**src/host_port_defines.svh**
```systemverilog
// What this block does
// Latch access controls on strobe falling edge
// Control pair 00 selects control register
// Pair 01 accesses data, address post-increments
// Pair 10 accesses the address register
// Pair 11 accesses data, address unchanged
// Dedicated-line host: controls captured at data strobe
// Shared-bus host: controls captured at address strobe
// Host loads address once, then auto-increments
// Host address width is top index plus one
// Shared-bus host may tie address inputs
// Drive data bus only during reads, emulation on
// Ready high when done, low when busy
// Host waits for ready high before next access
// Ready forced high while chip select high
// Ready level readable in control register
// Ready and interrupt float under emulation-off
// DSP writing one raises host interrupt
// Host clears interrupt by writing one
// Interrupt pin is inverse bit, high in reset
// Port reset refuses accesses, floats data bus
// Enable low switches whole port off
// Width select one means sixteen-bit host
// Mode select low means multiplexed operation
// Direction one reads port, zero writes
// Strobes ignored while chip select high; the address strobe is not gated and still latches controls
// Data write captured on strobe rising edge
// Increment once after memory transfer completes
`ifndef HOST_PORT_DEFINES_SVH
`define HOST_PORT_DEFINES_SVH

// Widths
`define HP_DATA_W      16
`define HP_ADDR_W      18
`define HP_HIGH_W      2

// Access-control codes {high, low}
`define HP_ACC_CTRL    2'h0
`define HP_ACC_DINC    2'h1
`define HP_ACC_ADDR    2'h2
`define HP_ACC_DATA    2'h3

// Control register field positions
`define HP_BIT_DSPINT  1
`define HP_BIT_HOST_IRQ_OUT    2
`define HP_BIT_READY   3
`define HP_BIT_FETCH   4
`define HP_BIT_XADDR   5

// Reset values
`define HP_ADDR_RST    18'h00000
`define HP_DATA_RST    16'h0000

`endif

```
**src/host_port_pkg.sv**
```systemverilog
package host_port_pkg;
  `include "host_port_defines.svh"

  typedef logic [`HP_DATA_W-1:0] word_t;
  typedef logic [`HP_ADDR_W-1:0] addr_t;

  typedef enum logic [1:0] {
    ST_IDLE,
    ST_MEM
  } port_state_e;
endpackage

```
**src/host_port_16bit_mux_access.sv**
```systemverilog
`timescale 1ns/10ps
`include "host_port_defines.svh"
module host_port_16bit_mux_access
  import host_port_pkg::*;
(
  input  wire logic                  clk_sys,
  input  wire logic                  arst_n,
  input  wire logic                  addr_strobe_n,
  input  wire logic                  data_strobe_a_n,
  input  wire logic                  data_strobe_b_n,
  input  wire logic                  port_select_n,
  input  wire logic                  read_not_write,
  input  wire logic                  access_ctl_low,
  input  wire logic                  access_ctl_high,
  input  wire logic [`HP_ADDR_W-1:0] host_addr_in,
  input  wire logic [`HP_DATA_W-1:0] host_data_in,
  output logic      [`HP_DATA_W-1:0] host_data_out,
  output logic                       host_data_oe,
  output logic                       host_ready_out,
  output logic                       host_ready_oe,
  output logic                       host_irq_out,
  output logic                       host_irq_oe,
  input  wire logic                  port_reset_in,
  input  wire logic                  port_enable_in,
  input  wire logic                  width_select_in,
  input  wire logic                  mux_mode_select,
  input  wire logic                  emulation_off_n,
  input  wire logic                  dsp_host_irq_out_set,
  output logic                       dsp_int_pulse,
  output logic      [`HP_DATA_W-1:0] port_control_out,
  output logic                       mem_req,
  output logic                       mem_we,
  output logic      [`HP_ADDR_W-1:0] mem_addr,
  output logic      [`HP_DATA_W-1:0] mem_wdata,
  input  wire logic                  mem_ack,
  input  wire logic [`HP_DATA_W-1:0] mem_rdata
);
  localparam int SW = 12 + `HP_DATA_W + `HP_ADDR_W;

  //////////////////////////////////////////////////////////////////////////////
  // Pin synchronisation
  logic [SW-1:0] pins_s;
  logic          has_n_s;
  logic          dsa_s;
  logic          dsb_s;
  logic          cs_n_s;
  logic          rnw_s;
  logic [1:0]    ctl_s;
  logic          emu_n_s;
  logic          prst_s;
  logic          pena_s;
  logic          wsel_s;
  logic          mode_s;
  word_t         hdata_s;
  addr_t         haddr_s;

  host_port_sync #(.W(SW)) u_sync (
    .clk_sys (clk_sys),
    .arst_n  (arst_n),
    .d_in    ({addr_strobe_n, data_strobe_a_n, data_strobe_b_n, port_select_n,
               read_not_write, access_ctl_high, access_ctl_low, emulation_off_n,
               port_reset_in, port_enable_in, width_select_in, mux_mode_select,
               host_data_in, host_addr_in}),
    .d_out   (pins_s)
  );

  assign {has_n_s, dsa_s, dsb_s, cs_n_s, rnw_s, ctl_s, emu_n_s, prst_s, pena_s,
          wsel_s, mode_s, hdata_s, haddr_s} = pins_s;

  //////////////////////////////////////////////////////////////////////////////
  // Strobe decode
  logic strobe_s;
  logic live;
  logic stb_d_r;
  logic has_d_r;
  logic stb_fall;
  logic stb_rise;
  logic has_fall;

  // Internal strobe needs select low and exactly one data strobe low
  assign strobe_s = ~cs_n_s & (dsa_s ^ dsb_s);
  // Port answers only when enabled, out of reset and in 16-bit mode
  assign live     = pena_s & ~prst_s & wsel_s;
  assign stb_fall = live & strobe_s & ~stb_d_r;
  assign stb_rise = live & ~strobe_s & stb_d_r;
  assign has_fall = live & ~mode_s & ~has_n_s & has_d_r;

  // Edge history
  always_ff @(posedge clk_sys or negedge arst_n) begin
    if (!arst_n) begin
      stb_d_r <= 1'b0;
      has_d_r <= 1'b1;
    end else begin
      stb_d_r <= strobe_s;
      has_d_r <= has_n_s;
    end
  end

  //////////////////////////////////////////////////////////////////////////////
  // Port state
  port_state_e state_r, state_nxt;
  logic [1:0]  ctl_r, ctl_nxt;
  logic        rnw_r, rnw_nxt;
  logic        as_seen_r, as_seen_nxt;
  addr_t       addr_r, addr_nxt;
  word_t       data_r, data_nxt;
  word_t       dout_r, dout_nxt;
  logic        host_irq_out_r, host_irq_out_nxt;
  logic        xaddr_r, xaddr_nxt;
  logic        busy_r, busy_nxt;
  logic        inc_r, inc_nxt;
  logic        req_r, req_nxt;
  logic        we_r, we_nxt;
  logic        dspint_r, dspint_nxt;
  word_t       ctl_word;

  // Control register image, ready bit mirrors the pin
  always_comb begin
    ctl_word = `HP_DATA_RST;
    ctl_word[`HP_BIT_HOST_IRQ_OUT]  = host_irq_out_r;
    ctl_word[`HP_BIT_READY] = host_ready_out;
    ctl_word[`HP_BIT_XADDR] = xaddr_r;
  end

  // Next-state logic for the access sequencer
  always_comb begin
    state_nxt   = state_r;
    ctl_nxt     = ctl_r;
    rnw_nxt     = rnw_r;
    as_seen_nxt = as_seen_r;
    addr_nxt    = addr_r;
    data_nxt    = data_r;
    dout_nxt    = dout_r;
    host_irq_out_nxt    = host_irq_out_r;
    xaddr_nxt   = xaddr_r;
    busy_nxt    = busy_r;
    inc_nxt     = inc_r;
    req_nxt     = req_r;
    we_nxt      = we_r;
    dspint_nxt  = 1'b0;

    // Shared-bus host: controls taken at address strobe
    if (has_fall) begin
      ctl_nxt     = ctl_s;
      rnw_nxt     = rnw_s;
      as_seen_nxt = 1'b1;
    end

    // Controls taken at data strobe when no address strobe came
    if (stb_fall) begin
      if (mode_s) begin
        ctl_nxt  = `HP_ACC_DATA;
        rnw_nxt  = rnw_s;
        addr_nxt = haddr_s;
      end else if (!as_seen_r) begin
        ctl_nxt = ctl_s;
        rnw_nxt = rnw_s;
      end
    end

    if (stb_fall && state_r == ST_IDLE && rnw_nxt) begin
      case (ctl_nxt)
        `HP_ACC_CTRL: dout_nxt = ctl_word;
        `HP_ACC_ADDR: begin
          // Upper address bits appear when extended mode is set
          dout_nxt = xaddr_r ? {{(`HP_DATA_W-`HP_HIGH_W){1'b0}},
                                addr_r[`HP_ADDR_W-1:`HP_DATA_W]}
                             : addr_r[`HP_DATA_W-1:0];
        end
        default: begin
          state_nxt = ST_MEM;
          busy_nxt  = 1'b1;
          req_nxt   = 1'b1;
          we_nxt    = 1'b0;
          inc_nxt   = (ctl_nxt == `HP_ACC_DINC);
        end
      endcase
    end

    if (stb_rise) begin
      as_seen_nxt = 1'b0;
      if (state_r == ST_IDLE && !rnw_r) begin
        case (ctl_r)
          `HP_ACC_CTRL: begin
            if (hdata_s[`HP_BIT_HOST_IRQ_OUT]) begin
              host_irq_out_nxt = 1'b0;
            end
            dspint_nxt = hdata_s[`HP_BIT_DSPINT];
            xaddr_nxt  = hdata_s[`HP_BIT_XADDR];
            // Fetch request loads the data register from memory
            if (hdata_s[`HP_BIT_FETCH]) begin
              state_nxt = ST_MEM;
              busy_nxt  = 1'b1;
              req_nxt   = 1'b1;
              we_nxt    = 1'b0;
              inc_nxt   = 1'b0;
            end
          end
          `HP_ACC_ADDR: begin
            if (xaddr_r) begin
              addr_nxt[`HP_ADDR_W-1:`HP_DATA_W] = hdata_s[`HP_HIGH_W-1:0];
            end else begin
              addr_nxt[`HP_DATA_W-1:0] = hdata_s;
            end
          end
          default: begin
            data_nxt  = hdata_s;
            state_nxt = ST_MEM;
            busy_nxt  = 1'b1;
            req_nxt   = 1'b1;
            we_nxt    = 1'b1;
            inc_nxt   = (ctl_r == `HP_ACC_DINC);
          end
        endcase
      end
    end

    // Memory transfer completes, then the address may step
    if (state_r == ST_MEM && mem_ack) begin
      if (!we_r) begin
        data_nxt = mem_rdata;
        dout_nxt = mem_rdata;
      end
      if (inc_r) begin
        addr_nxt = addr_r + 1'b1;
      end
      state_nxt = ST_IDLE;
      busy_nxt  = 1'b0;
      req_nxt   = 1'b0;
      inc_nxt   = 1'b0;
    end

    // Set from the DSP wins over a host clear
    if (dsp_host_irq_out_set) begin
      host_irq_out_nxt = 1'b1;
    end

    // Port off or in reset: drop any access in flight
    if (!live) begin
      state_nxt   = ST_IDLE;
      busy_nxt    = 1'b0;
      req_nxt     = 1'b0;
      inc_nxt     = 1'b0;
      as_seen_nxt = 1'b0;
      dspint_nxt  = 1'b0;
    end
  end

  // State registers
  always_ff @(posedge clk_sys or negedge arst_n) begin
    if (!arst_n) begin
      state_r   <= ST_IDLE;
      ctl_r     <= `HP_ACC_CTRL;
      rnw_r     <= 1'b0;
      as_seen_r <= 1'b0;
      addr_r    <= `HP_ADDR_RST;
      data_r    <= `HP_DATA_RST;
      dout_r    <= `HP_DATA_RST;
      host_irq_out_r    <= 1'b0;
      xaddr_r   <= 1'b0;
      busy_r    <= 1'b0;
      inc_r     <= 1'b0;
      req_r     <= 1'b0;
      we_r      <= 1'b0;
      dspint_r  <= 1'b0;
    end else begin
      state_r   <= state_nxt;
      ctl_r     <= ctl_nxt;
      rnw_r     <= rnw_nxt;
      as_seen_r <= as_seen_nxt;
      addr_r    <= addr_nxt;
      data_r    <= data_nxt;
      dout_r    <= dout_nxt;
      host_irq_out_r    <= host_irq_out_nxt;
      xaddr_r   <= xaddr_nxt;
      busy_r    <= busy_nxt;
      inc_r     <= inc_nxt;
      req_r     <= req_nxt;
      we_r      <= we_nxt;
      dspint_r  <= dspint_nxt;
    end
  end

  //////////////////////////////////////////////////////////////////////////////
  // Pin and DSP-side outputs
  assign host_data_out    = dout_r;
  // Bus driven only during a read strobe with the data ready
  assign host_data_oe     = live & emu_n_s & strobe_s & rnw_r & ~busy_r;
  assign host_ready_out   = cs_n_s | ~busy_r;
  assign host_ready_oe    = emu_n_s & live;
  assign host_irq_out     = ~host_irq_out_r;
  assign host_irq_oe      = emu_n_s & pena_s;
  assign dsp_int_pulse    = dspint_r;
  assign port_control_out = ctl_word;
  assign mem_req          = req_r;
  assign mem_we           = we_r;
  assign mem_addr         = addr_r;
  assign mem_wdata        = data_r;

  //////////////////////////////////////////////////////////////////////////////
  // Checks
  property p_ready_cs;
    @(posedge clk_sys) disable iff (!arst_n) cs_n_s |-> host_ready_out;
  endproperty
  a_ready_cs: assert property (p_ready_cs) else $error("ready low while deselected");

  property p_ready_busy;
    @(posedge clk_sys) disable iff (!arst_n)
      (state_r == ST_MEM && !cs_n_s) |-> !host_ready_out && !port_control_out[`HP_BIT_READY];
  endproperty
  a_ready_busy: assert property (p_ready_busy) else $error("ready high during transfer");

  property p_emu_float;
    @(posedge clk_sys) disable iff (!arst_n)
      !emu_n_s |-> !host_ready_oe && !host_irq_oe && !host_data_oe;
  endproperty
  a_emu_float: assert property (p_emu_float) else $error("driving under emulation-off");

  property p_irq_set;
    @(posedge clk_sys) disable iff (!arst_n) dsp_host_irq_out_set |=> !host_irq_out;
  endproperty
  a_irq_set: assert property (p_irq_set) else $error("interrupt not raised");

  property p_prst_float;
    @(posedge clk_sys) disable iff (!arst_n)
      prst_s |-> !host_data_oe ##1 (state_r == ST_IDLE);
  endproperty
  a_prst_float: assert property (p_prst_float) else $error("port reset not honoured");

  property p_autoinc;
    @(posedge clk_sys) disable iff (!arst_n)
      (state_r == ST_MEM && mem_ack && inc_r && live) |=> (addr_r == $past(addr_r) + 1'b1);
  endproperty
  a_autoinc: assert property (p_autoinc) else $error("address did not step");

  property p_noinc;
    @(posedge clk_sys) disable iff (!arst_n)
      (state_r == ST_MEM && mem_ack && !inc_r && !stb_fall) |=> $stable(addr_r);
  endproperty
  a_noinc: assert property (p_noinc) else $error("address moved on plain access");

  property p_wr_capture;
    @(posedge clk_sys) disable iff (!arst_n)
      (stb_rise && state_r == ST_IDLE && !rnw_r && ctl_r[0])
        |=> (data_r == $past(hdata_s)) ##[1:1000] (state_r == ST_IDLE);
  endproperty
  a_wr_capture: assert property (p_wr_capture) else $error("write data not captured");

  property p_oe_read;
    @(posedge clk_sys) disable iff (!arst_n) host_data_oe |-> rnw_r && !cs_n_s;
  endproperty
  a_oe_read: assert property (p_oe_read) else $error("bus driven outside a read");

  property p_off;
    @(posedge clk_sys) disable iff (!arst_n) !pena_s |-> !host_ready_oe ##1 !mem_req;
  endproperty
  a_off: assert property (p_off) else $error("port active while disabled");

  property p_cv_inc_read;
    @(posedge clk_sys) disable iff (!arst_n) state_r == ST_MEM && inc_r && !we_r && mem_ack;
  endproperty
  c_inc_read: cover property (p_cv_inc_read);

  property p_cv_write;
    @(posedge clk_sys) disable iff (!arst_n) state_r == ST_MEM && we_r && mem_ack;
  endproperty
  c_write: cover property (p_cv_write);

  property p_cv_as;
    @(posedge clk_sys) disable iff (!arst_n) has_fall ##[1:20] stb_fall;
  endproperty
  c_as: cover property (p_cv_as);
endmodule

```
**src/host_port_sync.sv**
```systemverilog
`timescale 1ns/10ps
// Two-stage synchroniser for a bundle of pin levels
module host_port_sync #(
  parameter int W = 1
) (
  input  wire logic         clk_sys,
  input  wire logic         arst_n,
  input  wire logic [W-1:0] d_in,
  output logic      [W-1:0] d_out
);
  logic [W-1:0] meta_r;
  logic [W-1:0] sync_r;

  // First stage feeds only the second
  always_ff @(posedge clk_sys or negedge arst_n) begin
    if (!arst_n) begin
      meta_r <= '0;
      sync_r <= '0;
    end else begin
      meta_r <= d_in;
      sync_r <= meta_r;
    end
  end

  assign d_out = sync_r;
endmodule

```
**config.mk**
```make
export PLATFORM = sky130hd
export DESIGN_NAME = host_port_16bit_mux_access
export DESIGN_NICKNAME = d
export VERILOG_FILES = /design/src/host_port_pkg.sv /design/src/host_port_16bit_mux_access.sv /design/src/host_port_sync.sv
export VERILOG_INCLUDE_DIRS = /design/src /design/src/src
export SDC_FILE = /design/constraint.sdc
export NUM_CORES = 1
export LEC_CHECK = 0
export BUFFER_PORTS_ARGS = -buffer_cell sky130_fd_sc_hd__buf_2
export CELL_PAD_IN_SITES_DETAIL_PLACEMENT = 2
export CELL_PAD_IN_SITES_GLOBAL_PLACEMENT = 2
export CORE_ASPECT_RATIO = 2
export CORE_MARGIN = 2
export CORE_UTILIZATION = 36
export CTS_BUF_LIST = sky130_fd_sc_hd__clkbuf_4
export DETAILED_ROUTE_END_ITERATION = 8
export PLACE_DENSITY = 0.88
export SLEW_MARGIN = 40
export SYNTH_ARGS = -nofsm -noshare
export SYNTH_HDL_FRONTEND = slang
export SYNTH_HIERARCHICAL = 1
export SYNTH_SLANG_ARGS = --single-unit
```
**constraint.sdc**
```tcl
create_clock -name clk_sys -period 3 [get_ports clk_sys]
set_input_delay 0.75 -clock clk_sys [delete_from_list [all_inputs] [get_ports clk_sys]]
set_output_delay 0.75 -clock clk_sys [all_outputs]
set_load 0.1 [all_outputs]
```
* Yosys cells after proc, flatten, opt, wreduce, memory -nomap -nowiden
Index checks and enable logic that the tools add are counted.
** Word-level totals
- Bits in registers :: 157
- Input bits :: 66
- Output and inout bits :: 74
- Word-level logic and storage cells :: 143
** Cells by class
- Add/subtract/negate cells :: 1
- Equality and inequality tests :: 6
- Mux-type cells :: 77
- Bitwise gates (word level) :: 25
- Reductions and logical operators :: 16
** Operator list (count)
- 16-bit 2-to-1 mux :: 10
- 18-bit 2-to-1 mux :: 7
- 1-bit 2-to-1 mux :: 42
- 16-bit one-hot mux with 2 select lines :: 1
- 2-bit 2-to-1 mux :: 12
- 18-bit by 1-bit adder with 18-bit output, second input constant :: 1
- 1-bit bitwise AND :: 15
- 1-bit NOT :: 8
- 1-bit one-hot mux with 2 select lines :: 4
- 2-bit nonzero test :: 4
- 2-bit by 1-bit == test with 1-bit output, second input constant :: 3
- 2-bit zero test :: 3
- 2-bit == test, second input constant :: 2
- 1-bit logical AND :: 4
- 2-bit one-hot mux with 2 select lines :: 1
- 4-bit AND reduction :: 1
- 2-bit OR reduction :: 2
- 3-bit by 1-bit != test with 1-bit output, second input constant :: 1
- 3-bit AND reduction :: 1
- 1-bit zero test :: 1
- 1-bit bitwise OR :: 1
- 1-bit XOR :: 1

* Depth between registers and ports, before layout
- Word-level depth :: 20
- Gate-level depth with buffers :: 8
- Mapped depth without buffers :: 7

* Cells and area by module
Netlist, hierarchy kept.
** Modules (own cells, without submodules)
- host_port_16bit_mux_access :: times used 1, cells each 421, area an instance 3823.7 µm²
- host_port_sync :: times used 1, cells each 92, area an instance 2302.2 µm²

* Worst setup path before layout
Ideal clock, no wire load.
- Path kind :: register to output
- From :: reg u_sync.sync_r[37], in the netlist u_sync/d_out[37]
- To :: out host_data_oe
- Arrival :: 2868 ps
- Data required time :: 2250 ps
- Slack :: -618 ps
- Stages on the path, launching flop included :: 5
- Path through :: dfrtp_1 and3b_1 clkbuf_1 nand2_1 nor3_1
** Between the ends
- Longest elaborated chain between the ends :: 7
** RTL lines
- from (decl) :: RTL line host_port_sync.sv:12 : logic [W-1:0] sync_r;
- from (signal assigned) :: RTL line host_port_sync.sv:21 : sync_r <= meta_r;
- 1-bit NOT :: RTL line host_port_16bit_mux_access.sv:83 : assign live = pena_s & ~prst_s & wsel_s;
- 1-bit bitwise AND (2 in a row) :: RTL line host_port_16bit_mux_access.sv:83
- 1-bit bitwise AND (4 in a row) :: RTL line host_port_16bit_mux_access.sv:288 : assign host_data_oe = live & emu_n_s & strobe_s & rnw_r & ~busy_r;
- to (decl) :: RTL line host_port_16bit_mux_access.sv:18 : output logic host_data_oe,
Every way passes these cells.

* Worst setup path in the final report
- From :: reg u_sync.sync_r[43], in the netlist u_sync/d_out[43]
- To :: out host_data_oe
** Between the ends
- Longest elaborated chain between the ends :: 5
** RTL lines
- 1-bit XOR :: RTL line host_port_16bit_mux_access.sv:81 : assign strobe_s = ~cs_n_s & (dsa_s ^ dsb_s);
- 1-bit bitwise AND :: RTL line host_port_16bit_mux_access.sv:81
- via strobe_s :: RTL line host_port_16bit_mux_access.sv:72 : logic strobe_s;
- 1-bit bitwise AND (3 in a row) :: RTL line host_port_16bit_mux_access.sv:288
The timed path passes the listed nets, and every way through them passes these cells.

==> impl_metrics.csv <==
group,metric,value,unit
clocking,path_clk_slew,160,ps
floorplanning,die_area,18100,um2
synth,ys.flop_type,"dfrtp_1",
place,dp.final_hpwl,12.9,mm
drt,ant_nets,0,
clocking,cts.repair.resized,0,
timing,slew_headroom,49.4,%
synth,syn-cell-area,6130,um2
synth,yosysTopAreaCellShare,63.7,%
place,numPortBuffers,126,
synth,yosysUniqueCellTypes,51,
timing,final-setup-viol-count,0,
synth,ys_warn_count,6,
timing,tns,0,ps
synth,synth.most_common_cell,"dfrtp_1",
clocking,cts_tree,"yes",
global_routing,grt_overflow,0,
synth,yosys-top-cells-count,"dfrtp_1, nand2_1, nor2_1",
synth,postSynthAreaPerCell,11.9,um2
drt,wire_per_inst,20.4,um
global_routing,antenna_found_initial,1,
timing,post-route-period-util,96.0,%
clocking,worstSkewPairLatency,600,ps
flow_run,cap_violations,0,
global_routing,grt_max_degree,62,
floorplanning,fp.dieW,96.2,um
timing,report.final.slew_viol_count,0,
clocking,cts_setup_buffers,0,
drt,firstDrtPassIters,4,
critical_path,start_kind,"flip-flop",
synth,seq_area_frac_synth,64.2,%
synth,ys_ff_latch,157,
layout,final_core_util,42.8,%
floorplanning,die_h,188,um
timing,finalClockSkew,28.0,ps
synth,synthArstFlopShare,100,%
timing,rsz0062_at_grt,"no",
global_routing,grt_usage,20.4,%
clocking,clockRootBuffer,"clkbuf_4",
layout,drive_above_1_share,29.0,%
place,place_congestion,0.881,
critical_path,slowest_stage,"buf_2",
timing,post-route-min-period,2880,ps
clocking,hold_buffers,0,
floorplanning,start_util,36.7,%
critical_path,critPathArrivalTime,2130,ps
synth,syn_inst,513,
critical_path,critical_path_class,"flip-flop to output pin",
worst_hold_path,holdCritPathClass,"input pin to async pin",
floorplanning,num_rows,67,
timing,final_hold_viol_count,0,
timing,fmax,347,MHz
synth,synth_edf_count,0,
clocking,cts.path.max_buffers,2,
synth,synth_top_area_cell,"dfrtp_1",
layout,nets,703,
drt,post_drt_via_cell_ratio,5.20,
global_routing,grt_pass1_wl,27.3,mm
power_and_ir_drop,power.density,1020,nW/um2
critical_path,crit_chain,"xnor2_2 -> nor2_1 -> nand2_1 -> nor3_2 -> buf_2",
global_routing,grt_pass1_vias,4976,
critical_path,cp_slowest_stage_delay,440,ps
critical_path,cp.required,2250,ps
critical_path,end_kind,"output pin",
critical_path,worstPathMaxFanout,7,
drt,wirelength,17.5,mm
clocking,htree_levels,4,
timing,tightest_slew,759,ps
clocking,clock_sinks,157,
layout,areaGrowthSynthToFinish,16.6,%
floorplanning,coreArea,16700,um2
power_and_ir_drop,p_leak,3.25,nW
drt,post-route-drc-count,0,
status,status,"complete, no violations",
drt,first_iter_violations,142,
floorplanning,io_pins,140,
synth,synth.area.top_cells,"dfrtp_1, mux2i_1, nand2_1, a21oi_1, nor2_1",
power_and_ir_drop,peakVddDrop,0.370,mV
clocking,numCtsBuffers,17,
drt,vias,4457,
==> sequential cells by signal, indices dropped and copies added, names as in the netlist, 2 cells and up <==
name	count
ctl_r	2
host_data_out	16
mem_addr	18
mem_wdata	16
state_r	2
u_sync/d_out	46
u_sync/meta_r	46
==> cell families (layout without fill, tap and decap cells) <==
kind of cell	after synthesis	in the layout	synth area share, %
AND/OR/NAND/NOR	174	174	14.3
flip-flops	157	157	64.2
AO/OA/AOI/OAI	88	88	9.03
buffers and inverters	45	169	4.66
multiplexers	30	30	5.02
XOR/XNOR	17	17	2.55
adder cells (fa/ha/maj)	1	1	0.204
other	1	14	0.0612
==> report_power, final <==
part           internal, mW  switching (mW)  total [mW]
registers              2.46           0.395        2.85
clock network         0.357           0.841        1.20
logic                 0.567            2.67        3.24
==> layer usage <==
layer / vias to the layer above / GRT usage, % / wire length, um
li1: 1994 / - / -
met1: 2291 / 22.8 / 6630
met2: 140 / 36.2 / 9620
met3: 32 / 3.60 / 712
met4: 0 / 9.45 / 527
met5: - / 0 / 0
==> worst paths after layout <==
path | start | endpoint | cells after the start | slack, ps
worst max-delay path | u_sync/d_out[43] | host_data_oe | 5 | 120
worst min-delay path | arst_n | mem_wdata[8] | 1 | 120
worst max register to register | u_sync/d_out[37] | host_data_out[12] | 6 | 320
worst min register to register | u_sync/meta_r[6] | u_sync/d_out[6] | 0 | 360
max in group asynchronous | arst_n | has_d_r | 2 | 2140
min in group clk_sys | host_addr_in[3] | u_sync/meta_r[3] | 1 | 260
==> worst max-delay path: cells and delay by family (launching register included) <==
family / cells / cell delay, ps
AND/OR/NAND/NOR: 3 / 460
flip-flops: 1 / 430
XOR/XNOR: 1 / 220
buffers and inverters: 1 / 440
==> cell type report <==
type / count / area, um2
Clock inverter: 15 / 130
Clock buffer: 17 / 128
Sequential cell: 157 / 3930
Fill cell: 1767 / 9540
Tap cell: 207 / 259
Multi-Input combinational cell: 323 / 1980
Antenna cell: 1 / 2.50
Inverter: 7 / 26.3
Timing Repair Buffer: 130 / 692
==> stage by stage <==
stage | std cells | worst slack, ps | instance area, um2 | total power [mW] | hold WS [ps]
after floorplan | 525 | 226 | 6180 | 5.44 | 331
after global placement | 824 | 630 | 6870 | 6.03 | 334
after detailed placement | 824 | 375 | 6870 | 6.13 | 338
after CTS | 856 | 76.8 | 7130 | 7.36 | 109
after global routing | 857 | 6.85 | 7140 | 7.61 | 128
final | 857 | 119 | 7140 | 7.29 | 120
==> cells in the final DEF, fill, tap and decap left out, types with 3 or more instances in the layout <==
master / n
a21oi_1: 40
a31oi_1: 24
and2_1: 6
and3_1: 5
buf_2: 125
clkbuf_4: 17
clkinv_4: 5
conb_1: 13
dfrtp_1: 156
inv_1: 7
inv_6: 4
inv_8: 3
mux2_2: 6
mux2i_1: 24
nand2_1: 56
nand2b_1: 5
nand3_1: 12
nand3b_1: 3
nand4_1: 3
nand4b_1: 12
nor2_1: 48
nor3_1: 6
o211ai_1: 3
o21ai_0: 10
or2_2: 3
xnor2_1: 5
xor2_1: 11
Power figures use the tool's default switching activity.
